--- config.mk ---
export PLATFORM = sky130hd
export DESIGN_NAME = usfw_top
export DESIGN_NICKNAME = d
export VERILOG_FILES = /design/src/design/usfw_pkg.sv /design/src/design/usfw_top.sv
export SDC_FILE = /design/constraint.sdc
export NUM_CORES = 1
export LEC_CHECK = 0
export ABC_AREA = 0
export CAP_MARGIN = 20
export CORE_ASPECT_RATIO = 0.75
export CORE_UTILIZATION = 60
export DETAILED_ROUTE_END_ITERATION = 10
export DONT_BUFFER_PORTS = 1
export PLACE_DENSITY = 0.86
export SLEW_MARGIN = 20
export SYNTH_ARGS = -nofsm -noshare
export SYNTH_HDL_FRONTEND = slang
export SYNTH_SLANG_ARGS = --single-unit
export TNS_END_PERCENT = 1
--- constraint.sdc ---
create_clock -name sys_clk -period 5.55 [get_ports sys_clk]
set_input_delay 0.8325 -clock sys_clk [delete_from_list [all_inputs] [get_ports sys_clk]]
set_output_delay 0.8325 -clock sys_clk [all_outputs]
set_load 0.1 [all_outputs]
--- src/design/usfw_pkg.sv ---
// Package with register map, field layout, reset values and timing constants of the SOF frame watchdog.
package usfw_pkg;
  // Register indices; the byte address on the bus is four times the index.
  localparam logic [15:0] P1_FRAME_IDX   = 16'hc092;
  localparam logic [15:0] P1_COUNT_IDX   = 16'hc094;
  localparam logic [15:0] P2_FRAME_IDX   = 16'hc0b2;
  localparam logic [15:0] P2_COUNT_IDX   = 16'hc0b4;
  localparam logic [15:0] P1_IEN_IDX     = 16'hc08c;
  localparam logic [15:0] P1_ISTAT_IDX   = 16'hc090;
  localparam logic [15:0] P2_IEN_IDX     = 16'hc0ac;
  localparam logic [15:0] P2_ISTAT_IDX   = 16'hc0b0;
  localparam int          IDX_LSB        = 2;
  localparam int          IDX_W          = 16;

  // Frame number register layout.
  localparam int          FRAME_W        = 11;
  localparam int          TOCNT_LSB      = 12;
  localparam int          TOCNT_W        = 3;
  localparam int          TOFLAG_BIT     = 15;
  localparam logic [2:0]  TOCNT_MAX      = 3'h7;

  // Count register layout and reset value.
  localparam int          COUNT_W        = 14;
  localparam logic [13:0] COUNT_RESET    = 14'h2ee0;

  // Interrupt enable and status bit of the timeout event.
  localparam int          TO_IRQ_BIT     = 0;

  // Time base: 12 MHz ticks derived from the 125 MHz clock by a fractional accumulator.
  localparam int          SYS_CLK_MHZ    = 125;
  localparam int          TICK_MHZ       = 12;
  localparam int          ACC_W          = 8;
endpackage : usfw_pkg

--- src/design/usfw_top.sv ---
// SOF frame capture and SOF/EOP timeout watchdog for two device ports, with an AHB-Lite register slave.
//
// Contract
// [RL1] Two independent frame number and count register pairs exist, one per port, at separate addresses.
// [RL2] The frame number register is read only and holds the last SOF frame number plus timeout bookkeeping.
// [RL3] In full-speed operation bits 10:0 capture each received SOF frame number; in low speed they hold.
// [RL4] A timeout leaves the frame field at the last frame number received.
// [RL5] Bit 15 of the frame number register reads 1 once a timeout interrupt has occurred, else 0.
// [RL6] Bits 14:12 count timeout interrupts by one from 0 up to 7.
// [RL7] The timeout counter clears to zero whenever an SOF or EOP is received on that port; the code clears it only while ien is set.
// [RL8] The timeout counter changes only while the port's timeout interrupt enable bit is set.
// [RL9] All frame number register bits reset to zero.
// [RL10] The count register takes the expected SOF/EOP interval and expiry before the next event raises a timeout.
// [RL11] The timeout enable sits in the port's interrupt enable register and the flag in its status register.
// [RL12] The interval counter decrements once per 12 MHz tick.
// [RL13] Software programs the count slightly above the interval, a little over 0x2EE0 for 1 ms.
// [RL14] Count register bits 15:14 are reserved and the rest reset to 0x2EE0.
// [RL15] The count field, bits 13:0, reads the current down counter and loads 0x2EE0 at reset.
// [RL16] Software writes zero to every reserved bit.
// [RL17] Each received SOF/EOP reloads the interval counter from the programmed count and restarts it.
`timescale 1ns/1ps
`default_nettype none

module usfw_port (
  input  wire logic        sys_clk,
  input  wire logic        rst,
  input  wire logic        tick,
  input  wire logic        sof_valid,
  input  wire logic [10:0] sof_frame,
  input  wire logic        eop_seen,
  input  wire logic        full_speed,
  input  wire logic        wr_count,
  input  wire logic        wr_ien,
  input  wire logic        wr_istat,
  input  wire logic [31:0] wdata,
  output logic      [15:0] frame_reg,
  output logic      [13:0] count_now,
  output logic             ien,
  output logic             istat
);
  logic [10:0] frame;
  logic [10:0] next_frame;
  logic [2:0]  tocnt;
  logic [2:0]  next_tocnt;
  logic [13:0] reload;
  logic [13:0] next_reload;
  logic [13:0] next_count_now;
  logic        next_ien;
  logic        next_istat;
  logic        frame_event;
  logic        timeout;

  assign frame_event = sof_valid | eop_seen;
  assign timeout     = tick & ~frame_event & (count_now == '0);

  // Only a full-speed SOF carries a frame number worth keeping.
  always_comb begin
    next_frame = frame;
    if (sof_valid && full_speed) begin
      next_frame = sof_frame; // [RL3] [RL4]
    end
  end

  always_ff @(posedge sys_clk) begin
    if (rst) begin
      frame <= 11'h000; // [RL9]
    end else begin
      frame <= next_frame;
    end
  end

  always_comb begin
    next_reload    = reload;
    next_count_now = count_now;
    if (wr_count) begin
      // A write also restarts the countdown so a new interval takes effect at once.
      next_reload    = wdata[usfw_pkg::COUNT_W-1:0]; // [RL10] [RL14]
      next_count_now = wdata[usfw_pkg::COUNT_W-1:0];
    end else if (frame_event) begin
      next_count_now = reload; // [RL17]
    end else if (tick) begin
      if (count_now == '0) begin
        // Reloading after expiry lets a missing host raise one timeout per interval.
        next_count_now = reload;
      end else begin
        next_count_now = count_now - 14'h0001; // [RL12]
      end
    end
  end

  always_ff @(posedge sys_clk) begin
    if (rst) begin
      reload    <= usfw_pkg::COUNT_RESET; // [RL15]
      count_now <= usfw_pkg::COUNT_RESET;
    end else begin
      reload    <= next_reload;
      count_now <= next_count_now;
    end
  end

  always_comb begin
    next_ien   = ien;
    next_istat = istat;
    if (wr_ien) begin
      next_ien = wdata[usfw_pkg::TO_IRQ_BIT];
    end
    if (wr_istat && wdata[usfw_pkg::TO_IRQ_BIT]) begin
      next_istat = 1'b0;
    end
    // The set comes after the clear so that a timeout in the clearing cycle is not lost.
    if (timeout) begin
      next_istat = 1'b1; // [RL10] [RL11]
    end
  end

  always_ff @(posedge sys_clk) begin
    if (rst) begin
      ien   <= 1'b0;
      istat <= 1'b0;
    end else begin
      ien   <= next_ien;
      istat <= next_istat;
    end
  end

  always_comb begin
    next_tocnt = tocnt;
    if (ien) begin // [RL8]
      if (frame_event) begin
        next_tocnt = 3'h0; // [RL7]
      end else if (timeout && tocnt != usfw_pkg::TOCNT_MAX) begin
        // Holding at the top keeps a long outage from wrapping back to a small count.
        next_tocnt = tocnt + 3'h1; // [RL6]
      end
    end
  end

  always_ff @(posedge sys_clk) begin
    if (rst) begin
      tocnt <= 3'h0; // [RL9]
    end else begin
      tocnt <= next_tocnt;
    end
  end

  // Bit 11 is reserved and reads zero.
  assign frame_reg = {istat, tocnt, 1'b0, frame}; // [RL2] [RL5]
endmodule : usfw_port

// Matches one register index while a bus write is in its data phase.
module usfw_reg_hit #(
  parameter logic [15:0] IDX = 16'h0000
) (
  input  wire logic        en,
  input  wire logic [15:0] idx,
  output logic             hit
);
  assign hit = en && (idx == IDX);
endmodule : usfw_reg_hit

module usfw_top (
  input  wire logic        sys_clk,
  input  wire logic        rst,
  input  wire logic        hsel,
  input  wire logic [31:0] haddr,
  input  wire logic [1:0]  htrans,
  input  wire logic        hwrite,
  input  wire logic [2:0]  hsize,
  input  wire logic [31:0] hwdata,
  input  wire logic        hready,
  output logic      [31:0] hrdata,
  output logic             hreadyout,
  output logic             hresp,
  input  wire logic        p1_sof_valid,
  input  wire logic [10:0] p1_sof_frame,
  input  wire logic        p1_eop_seen,
  input  wire logic        p1_full_speed,
  input  wire logic        p2_sof_valid,
  input  wire logic [10:0] p2_sof_frame,
  input  wire logic        p2_eop_seen,
  input  wire logic        p2_full_speed,
  output logic             irq
);
  logic [usfw_pkg::ACC_W-1:0] acc;
  logic [usfw_pkg::ACC_W-1:0] next_acc;
  logic                       tick;
  logic                       next_tick;
  logic                       wr_pend;
  logic                       next_wr_pend;
  logic [15:0]                wr_idx;
  logic [15:0]                next_wr_idx;
  logic [31:0]                next_hrdata;
  logic [15:0]                rd_idx;
  logic                       wr_go;
  logic [15:0]                p1_frame_reg;
  logic [15:0]                p2_frame_reg;
  logic [13:0]                p1_count;
  logic [13:0]                p2_count;
  logic                       p1_ien;
  logic                       p2_ien;
  logic                       p1_istat;
  logic                       p2_istat;
  logic                       wr_p1_count;
  logic                       wr_p1_ien;
  logic                       wr_p1_istat;
  logic                       wr_p2_count;
  logic                       wr_p2_ien;
  logic                       wr_p2_istat;
  logic [31:0]                rd_word;

  // Fractional divider: adds 12 per clock modulo 125, giving exactly 12 ticks per microsecond on average.
  always_comb begin
    next_tick = 1'b0;
    next_acc  = acc + usfw_pkg::ACC_W'(usfw_pkg::TICK_MHZ);
    if (next_acc >= usfw_pkg::ACC_W'(usfw_pkg::SYS_CLK_MHZ)) begin
      next_acc  = next_acc - usfw_pkg::ACC_W'(usfw_pkg::SYS_CLK_MHZ);
      next_tick = 1'b1; // [RL12]
    end
  end

  always_ff @(posedge sys_clk) begin
    if (rst) begin
      acc  <= '0;
      tick <= 1'b0;
    end else begin
      acc  <= next_acc;
      tick <= next_tick;
    end
  end

  assign rd_idx    = haddr[usfw_pkg::IDX_LSB +: usfw_pkg::IDX_W];
  assign hreadyout = 1'b1;
  assign hresp     = 1'b0;
  assign wr_go     = wr_pend;

  // A write's address is held into its data phase, where the write data finally stands.
  always_comb begin
    next_wr_pend = 1'b0;
    next_wr_idx  = wr_idx;
    if (hsel && htrans[1] && hready) begin
      next_wr_pend = hwrite;
      next_wr_idx  = rd_idx;
    end
  end

  always_ff @(posedge sys_clk) begin
    if (rst) begin
      wr_pend <= 1'b0;
      wr_idx  <= 16'h0000;
    end else begin
      wr_pend <= next_wr_pend;
      wr_idx  <= next_wr_idx;
    end
  end

  always_comb begin
    rd_word = 32'h0000_0000;
    case (rd_idx) // [RL1]
      usfw_pkg::P1_FRAME_IDX: rd_word = {16'h0000, p1_frame_reg}; // [RL2]
      usfw_pkg::P1_COUNT_IDX: rd_word = {18'h00000, p1_count}; // [RL15]
      usfw_pkg::P2_FRAME_IDX: rd_word = {16'h0000, p2_frame_reg};
      usfw_pkg::P2_COUNT_IDX: rd_word = {18'h00000, p2_count};
      usfw_pkg::P1_IEN_IDX:   rd_word = {31'h00000000, p1_ien};
      usfw_pkg::P1_ISTAT_IDX: rd_word = {31'h00000000, p1_istat};
      usfw_pkg::P2_IEN_IDX:   rd_word = {31'h00000000, p2_ien};
      usfw_pkg::P2_ISTAT_IDX: rd_word = {31'h00000000, p2_istat};
      default:                rd_word = 32'h0000_0000;
    endcase
  end

  // Read data is sampled at the address phase; a read right after a write sees the pre-write value.
  always_comb begin
    next_hrdata = hrdata;
    if (hsel && htrans[1] && hready) begin
      next_hrdata = hwrite ? 32'h0000_0000 : rd_word;
    end
  end

  always_ff @(posedge sys_clk) begin
    if (rst) begin
      hrdata <= 32'h0000_0000;
    end else begin
      hrdata <= next_hrdata;
    end
  end

  // One decoder per writable register keeps each strobe a single compare.
  usfw_reg_hit #(
    .IDX (usfw_pkg::P1_COUNT_IDX)
  ) u_hit_p1_count (
    .en  (wr_go),
    .idx (wr_idx),
    .hit (wr_p1_count)
  );

  usfw_reg_hit #(
    .IDX (usfw_pkg::P1_IEN_IDX)
  ) u_hit_p1_ien (
    .en  (wr_go),
    .idx (wr_idx),
    .hit (wr_p1_ien)
  );

  usfw_reg_hit #(
    .IDX (usfw_pkg::P1_ISTAT_IDX)
  ) u_hit_p1_istat (
    .en  (wr_go),
    .idx (wr_idx),
    .hit (wr_p1_istat)
  );

  usfw_reg_hit #(
    .IDX (usfw_pkg::P2_COUNT_IDX)
  ) u_hit_p2_count (
    .en  (wr_go),
    .idx (wr_idx),
    .hit (wr_p2_count)
  );

  usfw_reg_hit #(
    .IDX (usfw_pkg::P2_IEN_IDX)
  ) u_hit_p2_ien (
    .en  (wr_go),
    .idx (wr_idx),
    .hit (wr_p2_ien)
  );

  usfw_reg_hit #(
    .IDX (usfw_pkg::P2_ISTAT_IDX)
  ) u_hit_p2_istat (
    .en  (wr_go),
    .idx (wr_idx),
    .hit (wr_p2_istat)
  );

  usfw_port u_port1 (
    .sys_clk    (sys_clk),
    .rst        (rst),
    .tick       (tick),
    .sof_valid  (p1_sof_valid),
    .sof_frame  (p1_sof_frame),
    .eop_seen   (p1_eop_seen),
    .full_speed (p1_full_speed),
    .wr_count   (wr_p1_count),
    .wr_ien     (wr_p1_ien),
    .wr_istat   (wr_p1_istat),
    .wdata      (hwdata),
    .frame_reg  (p1_frame_reg),
    .count_now  (p1_count),
    .ien        (p1_ien),
    .istat      (p1_istat)
  );

  usfw_port u_port2 (
    .sys_clk    (sys_clk),
    .rst        (rst),
    .tick       (tick),
    .sof_valid  (p2_sof_valid),
    .sof_frame  (p2_sof_frame),
    .eop_seen   (p2_eop_seen),
    .full_speed (p2_full_speed),
    .wr_count   (wr_p2_count),
    .wr_ien     (wr_p2_ien),
    .wr_istat   (wr_p2_istat),
    .wdata      (hwdata),
    .frame_reg  (p2_frame_reg),
    .count_now  (p2_count),
    .ien        (p2_ien),
    .istat      (p2_istat)
  );

  assign irq = (p1_istat & p1_ien) | (p2_istat & p2_ien); // [RL11]
endmodule : usfw_top

`default_nettype wire

==> summary.txt, run 1 <==
Flow run
  • Max Cap Violations: 0

Finish
  • Post-route cell area: 7330 um^2
  • # fillers: 904
  • Register area: 2600 um^2
  • Post-Route Utilization: 0.665
  • ANT cells: 0
  • Footprint of the multi-input gates: 3850 um^2
  • Final net count: 934
  • Fraction of layout cells with a size suffix above 1: 0.0743
  • Final non-filler cell total: about 980
  • Biggest regs: hrdata: 16 flops, wr_idx: 16 flops
  • Area growth syn-to-layout: 7.23%

Logic synthesis
  • Syn_area_per_cell: 7.90 um^2
  • Synth Warn #: 0
  • Cell area after synthesis: 6840 um^2
  • Distinct cell type count after synthesis: 79
  • Post-Synthesis Cells: 865
  • Main synth FF type: dfxtp_1
  • Seq/Total Area, Yosys: 0.381
  • #FFs+latches synth: 130
  • Main area contributors after synthesis: dfxtp_1, nand2_1, a21oi_1
  • Most numerous cell in the Yosys netlist: nand2_1
  • Most frequent cells after synthesis: nand2_1, dfxtp_1, a21oi_1, clkbuf_1, nand3_1
  • Area share of the leading cell type in the synthesized netlist: 0.381
  • Post-synth top area cell: dfxtp_1
  • Fraction of registers with async set/reset: 0
  • Number of enable flip-flop cells after synthesis: 0

Floorplanning
  • Die Width: 125 um
  • Die extent in y: 94.5 um
  • Initial Util: 0.620
  • Core area: 11,000 um^2
  • Top Ports: 137
  • Total die area: 11,800 um^2
  • Site row count: 33

Clocking
  • Post-CTS setup buffer count: 0
  • H-tree Lvls: 4
  • TritonCTS buffer count: 17
  • Clock latency on the worst-skew pair: 0.42 ns
  • Root buffer cell: clkbuf_16
  • CTS tree: yes
  • Post_cts resized: 0
  • Clock-pin slew on the worst setup and hold paths: about 0.06 ns
  • Clk sinks: 130
  • Post-CTS Hold Buffers: 0
  • Worst-case clock buffer depth: 2

Critical path
  • Worst Setup End Kind: register
  • Slowest stage cell on the critical path: a41oi_2
  • WP data arrival: 3.03 ns
  • Crit path cell chain: inv_1 > ha_1 > nor4b_1 > a41oi_2 > mux2_2 > a22oi_1 > o21ai_1
  • CP required: 5.82 ns
  • Worst Path Max Fanout: 22
  • Reg-to-Reg Start: u_port2.count_now[1]
  • Origin of the worst setup path: u_port2.count_now[1]
  • CP Class: register to register
  • Delay of the slowest cell on the worst path: 0.65 ns
  • Crit path launch type: register

Routing
  • 1st-pass router iterations: 11
  • Via count: 6,441
  • Vias per cell: 6.61
  • Remaining antenna violation count: 0
  • Post-route DRC violation count: 6
  • 1st-iter DRT viols: 846
  • Wire length per cell: 19.0 um
  • Final WL: 18,600 um

STA
  • Fin. max-slew vios: 0
  • Final Critical Period: 2.76 ns
  • Setup TNS: 0 ns
  • Fmax: 362 MHz
  • Final hold violations: 0
  • Slew HR: 0.273
  • Pin slew with the least headroom to its limit: 1.08 ns
  • Unrepaired setup endpoints after global routing: false
  • Post-route clock skew: approximately 0.0087 ns
  • Final Setup Violations: 0
  • Tcrit/Tclk final: 0.497

Status
  • Status: finished, violations left
  • Failing checks: design-rule violations

Place
  • Quantity of I/O buffers inserted on ports: 0
  • # placed instances: 942
  • Dpl hpwl: 12,500 um
  • RD Place Congestion: 0.943
  • Area post-placement: 6710 um^2

Min path
  • Worst Hold Class: register to register
  • Hold Startpoint: wr_idx[6]

Global route
  • Grt ovf: 0
  • Largest net degree at the start of global routing: approximately 110
  • All-Layer GR Usage: 0.322
  • Global-route wire length before repair: 29,700 um
  • Antenna violations before repair: 0
  • Vias in the first global route: 5,697

Power
  • Pwr Total: 2.33 mW
  • Peak VDD IR: about 0.23 mV
  • Pleak: about 2.6 nW
  • Cell Pwr Density: 318 nW/um^2
[kinds of logic after synthesis]
| family | share of synthesized area |
|---|---|
| AO/OA/AOI/OAI | 0.196 |
| XOR/XNOR | 0.0243 |
| adder cells (fa/ha/maj) | 0.0165 |
| buffers and inverters | 0.0662 |
| flip-flops | 0.381 |
| multiplexers | 0.0152 |
| other | 0.00110 |
| AND/OR/NAND/NOR | 0.300 |
[final timing paths]
kind | endpoint | slack [ns] | depth (start not counted)
worst max register to register | u_port2.count_now[9] | 2.79 | 7
worst min-delay path | wr_idx[6] | 0.45 | 2
worst max-delay path | u_port2.count_now[9] | 2.79 | 7
worst min register to register | wr_idx[6] | 0.45 | 2
[routing by layer]
layer  up-vias  global-route usage  share of wire
li1       3025                   -              -
met1      3029               0.440           0.44
met2       354               0.487           0.44
met3        33              0.0856           0.11
met4         0               0.120          0.016
met5         -                   0              0
[metrics by stage]
stage	setup slack, ns	hold slack (ns)
floorplan	2.96	0.418
global placement	2.42	0.432
CTS	2.81	0.442
detailed placement	2.39	0.435
global route	2.54	0.458
finish	2.79	0.448
[power breakdown]
part / internal [mW] / leakage [nW] / switching [mW]
Combinational: 0.0610 / 1.30 / 0.142
Sequential: 0.960 / 1.06 / 0.0383
Clock: 0.720 / 0.292 / 0.410
Total: 1.74 / 2.65 / 0.590
[worst max-delay path: cells and delay by family (launching register included)]
kind | cells | cell delay [ns]
multiplexers | 1 | 0.48
buffers and inverters | 1 | 0.09
adder cells (fa/ha/maj) | 1 | 0.23
flip-flops | 1 | 0.37
AND/OR/NAND/NOR | 1 | 0.53
AO/OA/AOI/OAI | 3 | 0.90
[cell usage in the layout (no fill, tap or decap), drive strengths merged, types with 4 or more instances in the layout]
master / count
nand2: 164
dfxtp: 130
a21oi: 89
nand3: 50
nand4: 41
nor2: 35
clkbuf: 25
o21ai: 24
nor3: 22
conb: 18
a22o: 15
nor4: 15
inv: 13
xnor2: 12
a31oi: 11
or4: 10
a211o: 9
nor2b: 9
ha: 9
or3: 8
xor2: 7
mux2i: 7
o211ai: 7
or2: 6
and3: 5
a21o: 5
buf: 5
nor4b: 5
clkinv: 5
nor3b: 4
a311oi: 4
a211oi: 4
nand3b: 4
[final cells by class]
type,count,share of cell area
clock inverters,7,0.0135
well taps,140,0.0239
clock buffers,24,0.0684
inverters,14,0.00717
multi-input cells,654,0.525
repair buffers,6,0.00700
flip-flops and latches,130,0.355
(Power assumes the default switching activity.)
==> run 2: changes to the inputs <==
- clock period: 5.55 -> 2.6 ns (I/O delays scaled with it)
==> run 2 against run 1 <==
  * The run still ends with design-rule violations left
  * Setup slack got worse by 2.6 ns
  * Critical path depth fell by 2
  * Final area increased by 2.5%
  * Highest routed layer is now met5
==> summary.txt, run 2 (same netlist as run 1, synthesis figures left out) <==
Min path
  • Worst Hold Class: primary input to register
  • Hold Startpoint: rst

Floorplanning
  • Top Ports: approximately 140
  • Site row count: 33
  • Die Width: 125 um
  • Total die area: 11,800 um^2
  • Die extent in y: between 90 and 100 um
  • Core area: 11,000 um^2
  • Initial Util: 0.620

Clocking
  • Post-CTS Hold Buffers: 0
  • H-tree Lvls: 4
  • TritonCTS buffer count: 17
  • Clock latency on the worst-skew pair: 0.42 ns
  • Clk sinks: 130
  • Clock-pin slew on the worst setup and hold paths: 0.06 ns
  • Root buffer cell: clkbuf_16
  • Post_cts resized: 0
  • CTS tree: yes
  • Post-CTS setup buffer count: 0
  • Worst-case clock buffer depth: 2

Global route
  • Grt ovf: 0
  • Global-route wire length before repair: 31,200 um
  • All-Layer GR Usage: 0.336
  • Antenna violations before repair: 0
  • Largest net degree at the start of global routing: 109
  • Vias in the first global route: 6,023

Power
  • Cell Pwr Density: 664 nW/um^2
  • Peak VDD IR: 0.519 mV
  • Pleak: 2.77 nW

Routing
  • 1st-iter DRT viols: 956
  • Vias per cell: 6.64
  • Via count: 6,635
  • Final WL: 19,300 um
  • Post-route DRC violation count: 6
  • Remaining antenna violation count: 0
  • 1st-pass router iterations: 9
  • Wire length per cell: 19.3 um

STA
  • Tcrit/Tclk final: 0.909
  • Fin Hold WS: 0.0508 ns
  • Slew HR: 0.335
  • Final Critical Period: 2.36 ns
  • Fmax: about 420 MHz
  • Unrepaired setup endpoints after global routing: false
  • Fin. max-slew vios: 0
  • Final Setup Violations: 0
  • Post-route clock skew: 0.00846 ns
  • Setup TNS: 0 ns
  • Pin slew with the least headroom to its limit: 0.995 ns
  • Final hold violations: 0

Finish
  • Area growth syn-to-layout: 9.88%
  • Final net count: around 960
  • ANT cells: 0
  • Fraction of layout cells with a size suffix above 1: 0.105
  • # fillers: approximately 860
  • Most frequent cells in the layout: nand2_1, dfxtp_1, a21oi_1, nand3_1, nand4_1
  • Final non-filler cell total: 1,000
  • Commonest non-fill, non-tap cell in the layout: nand2_1
  • Biggest regs: hrdata: 16 flops, wr_idx: 16 flops
  • Post-Route Utilization: 0.682

Critical path
  • Crit path cell chain: nor4_4 > nand4_1 > or2_1 > nor4b_2 > mux2_2
  • CP Class: register to register
  • Crit path launch type: register
  • Critical path buffer and inverter count: 0
  • Worst Path Max Fanout: 9
  • CP required: 2.96 ns
  • Delay of the slowest cell on the worst path: between 0.5 and 0.6 ns
  • Critical path's top delay family: simple AND/OR/NAND/NOR gates
  • WP data arrival: 2.72 ns
  • Slowest stage cell on the critical path: nor4_4
  • Worst Setup End Kind: register
  • Reg-to-Reg Start: u_port1.count_now[4]
  • Origin of the worst setup path: u_port1.count_now[4]

Place
  • Quantity of I/O buffers inserted on ports: 0
  • RD Place Congestion: 0.928
  • Dpl hpwl: 12,900 um
  • # placed instances: ~970

Status
  • Status: finished, violations left
  • Failing checks: design-rule violations

Flow run
  • Max Cap Violations: 0
[run 2: changes by cell type in the layout (fill, tap and decap cells not counted), sizes merged]
| cell | previous run | this run |
|---|---|---|
| inv | 13 | 15 |
| clkinv | 5 | 6 |
| clkbuf | 25 | 20 |
| buf | 5 | 31 |
| clkinvlp | 1 | 2 |
[run 2: worst register-to-register path: stages, from the launching register on]
cell and delay [ns]:
dfxtp_1 0.45, nor4_4 0.58, nand4_1 0.34, or2_1 0.35, nor4b_2 0.37, mux2_2 0.22
[run 2: path summary, 6_finish.rpt]
check / end / slack (ns) / cells after the start
worst max-delay path: u_port1.tocnt[0] / 0.24 / 5
worst min-delay path: wr_idx[15] / 0.05 / 1
worst max register to register: u_port1.tocnt[0] / 0.24 / 5
worst min register to register: u_port1.reload[7] / 0.45 / 2
[run 2: final cells by class]
cell class | instances | area [um^2] | share of cell area
clock buffer | 20 | 467 | 0.0621
clock inverter | 11 | 129 | 0.0172
inverter | 14 | 52.6 | 0.00699
multi-input combinational | 654 | 3850 | 0.513
sequential | 130 | 2600 | 0.346
tap | 140 | 175 | 0.0233
timing repair buffer | 31 | 233 | 0.0310
[run 2: metrics by stage]
| stage | cell area, um^2 | worst slack [ns] | power [mW] |
|---|---|---|---|
| after global routing | 7510 | 0.108 | 5.13 |
| final | 7510 | 0.236 | 4.99 |
| after CTS | 7510 | 0.194 | 4.98 |
| after global placement | 6910 | 0.378 | 2.60 |
| after floorplan | 6900 | 0.449 | 2.57 |
| after detailed placement | 6910 | 0.332 | 2.61 |
[run 2: metal layers]
metal | wire, um | vias to the layer above | global-route usage
met3 | 2340 | 67 | 0.103
met5 | 50 | - | 0.0336
met4 | 539 | 2 | 0.129
li1 | - | 3073 | -
met2 | 8220 | 414 | 0.516
met1 | 8190 | 3079 | 0.441
[run 2: power breakdown]
part	switching [mW]	internal [mW]
sequential	0.0817	2.05
combinational	0.311	0.147
clock	0.910	1.49
total	1.30	3.68
==> run 3: changes to the inputs <==
- CAP_MARGIN: 20 -> 25
- CELL_PAD_IN_SITES_DETAIL_PLACEMENT: unset -> 1
- CELL_PAD_IN_SITES_GLOBAL_PLACEMENT: unset -> 2
- CORE_UTILIZATION: 60 -> 39
- PLACE_DENSITY: 0.86 -> 0.94
- clock period: 2.6 -> 2.9 ns (I/O delays scaled with it)
==> run 3 against run 2 <==
  * Clock power shrank 7%
  * Largest cell class unchanged
  * Global-route usage shrank 9.0 points
  * The run now ends clean
  * Count of clock-buffer cells in the layout grew 3
==> summary.txt, run 3 (same netlist as run 1, synthesis figures left out) <==
STA
  • Fin Hold WS: 0.0762 ns
  • Setup TNS: 0 ns
  • Pin slew with the least headroom to its limit: just under 1 ns
  • Fin. max-slew vios: 0
  • Final hold violations: 0
  • Final Critical Period: 2.54 ns
  • Unrepaired setup endpoints after global routing: false
  • Final Setup Violations: 0
  • Tcrit/Tclk final: 0.876
  • Post-route clock skew: 0.0145 ns
  • Slew HR: 0.337
  • Fmax: 394 MHz

Finish
  • Post-route cell area: 7610 um^2
  • Post-Route Utilization: 0.448
  • Fraction of layout cells with a size suffix above 1: 0.0972
  • Biggest regs: hrdata: 16 flops, wr_idx: 16 flops
  • Area growth syn-to-layout: 11.3%
  • ANT cells: 0
  • Most frequent cells in the layout: nand2_1, dfxtp_1, a21oi_1, nand3_1, nand4_1
  • # fillers: 2,047
  • Commonest non-fill, non-tap cell in the layout: nand2_1
  • Final non-filler cell total: 1,090
  • Final net count: approximately 950

Critical path
  • Reg-to-Reg Start: u_port2.count_now[0]
  • Crit path launch type: register
  • WP data arrival: 2.85 ns
  • Worst Setup End Kind: register
  • CP required: 3.21 ns
  • Worst Reg-to-Reg Cells: 7
  • Worst Path Max Fanout: 6
  • CP Class: register to register
  • RR Endpoint: u_port2.tocnt[2]
  • Setup slack, reg-to-reg: 0.36 ns

Clocking
  • Root buffer cell: clkbuf_16
  • Clk sinks: 130
  • Clock-pin slew on the worst setup and hold paths: 0.06 ns
  • Post_cts resized: 0
  • Post-CTS setup buffer count: 0
  • Post-CTS Hold Buffers: 0
  • Worst-case clock buffer depth: 2
  • TritonCTS buffer count: 17
  • H-tree Lvls: 4
  • CTS tree: yes
  • Clock latency on the worst-skew pair: 0.43 ns

Routing
  • Post-route DRC violation count: 0
  • Final WL: 21,400 um
  • 1st-pass router iterations: 5
  • Vias per cell: 5.82
  • 1st-iter DRT viols: 551
  • Via count: 6,348
  • Remaining antenna violation count: 0
  • Wire length per cell: 19.6 um

Place
  • Area post-placement: 6990 um^2
  • RD Place Congestion: 0.835
  • Dpl hpwl: around 15,000 um
  • Quantity of I/O buffers inserted on ports: 0
  • # placed instances: 1,059

Floorplanning
  • Site row count: 41
  • Core area: between 15,000 and 20,000 um^2
  • Die extent in y: 117 um
  • Initial Util: 0.403
  • Total die area: 18,100 um^2
  • Top Ports: 137
  • Die Width: 155 um

Power
  • Cell Pwr Density: 599 nW/um^2
  • Internal: 3.40 mW
  • Pleak: between 2 and 3 nW
  • Sw Ratio: 0.254
  • Peak VDD IR: 0.367 mV
  • Reg power frac: 0.419
  • Gate power share: 0.091
  • Clk pwr share: 0.490
  • Switching power: around 1.2 mW

Global route
  • Antenna violations before repair: 0
  • Largest net degree at the start of global routing: ~110
  • Grt ovf: 0
  • Vias in the first global route: about 6.3k
  • Global-route wire length before repair: approximately 35,000 um
  • All-Layer GR Usage: 0.246

Status
  • Status: complete, no violations

Min path
  • Hold Startpoint: rst
  • Worst Hold Class: primary input to register
  • Sink of the worst hold path: u_port2.frame[2]
  • Hold path depth: 1

Flow run
  • Max Cap Violations: 0
run 3: per-stage QoR:
step | worst slack [ns] | total power [mW]
3_3_place_gp | 0.446 | 2.34
5_1_grt | 0.201 | 4.73
4_1_cts | 0.205 | 4.59
6_report | 0.360 | 4.56
3_5_place_dp | 0.369 | 2.36
2_1_floorplan | 0.704 | 2.31
run 3: layer usage:
metal / track usage / up-vias / routed length, um
met5: 0 / - / 0
met4: 0.0653 / 0 / 350
met3: 0.0597 / 24 / 1200
met2: 0.388 / 175 / 9530
met1: 0.336 / 3082 / 10300
li1: - / 3067 / -
run 3: final cells by class:
| class | instances | area (um^2) | area share |
|---|---|---|---|
| repair buffers | 25 | 188 | 0.0247 |
| inverters | 14 | 52.6 | 0.00691 |
| clock buffers | 23 | 488 | 0.0641 |
| multi-input cells | 654 | 3860 | 0.507 |
| well taps | 236 | 295 | 0.0388 |
| flip-flops and latches | 130 | 2600 | 0.342 |
| clock inverters | 8 | 126 | 0.0166 |
run 3: critical path: stages (launching register included):
cell and delay [ns]:
dfxtp_1 0.37, inv_1 0.11, ha_1 0.23, nor4b_1 0.59
nand3_1 0.27, o31ai_2 0.48, a21boi_0 0.18, o21a_1 0.22
run 3: worst max path at each step:
stage | startpoint | endpoint | slack [ns]
5_1_grt | u_port2.count_now[0] | u_port2.tocnt[2] | 0.20
6_report | u_port2.count_now[0] | u_port2.tocnt[2] | 0.36
4_1_cts | u_port2.count_now[0] | u_port2.tocnt[2] | 0.20
3_5_place_dp | u_port2.count_now[0] | u_port2.tocnt[1] | 0.37
2_1_floorplan | haddr[10] | hrdata[0] | 0.70
3_3_place_gp | u_port2.count_now[0] | u_port2.tocnt[1] | 0.45
run 3: power groups by stage:
stage | Clock (mW) | Sequential, mW | Combinational (mW)
finish | 2.24 | 1.91 | 0.415
floorplan | 0 | 1.91 | 0.398
CTS | 2.27 | 1.91 | 0.413
global placement | 0 | 1.94 | 0.400
detailed placement | 0 | 1.95 | 0.410
global route | 2.36 | 1.91 | 0.450
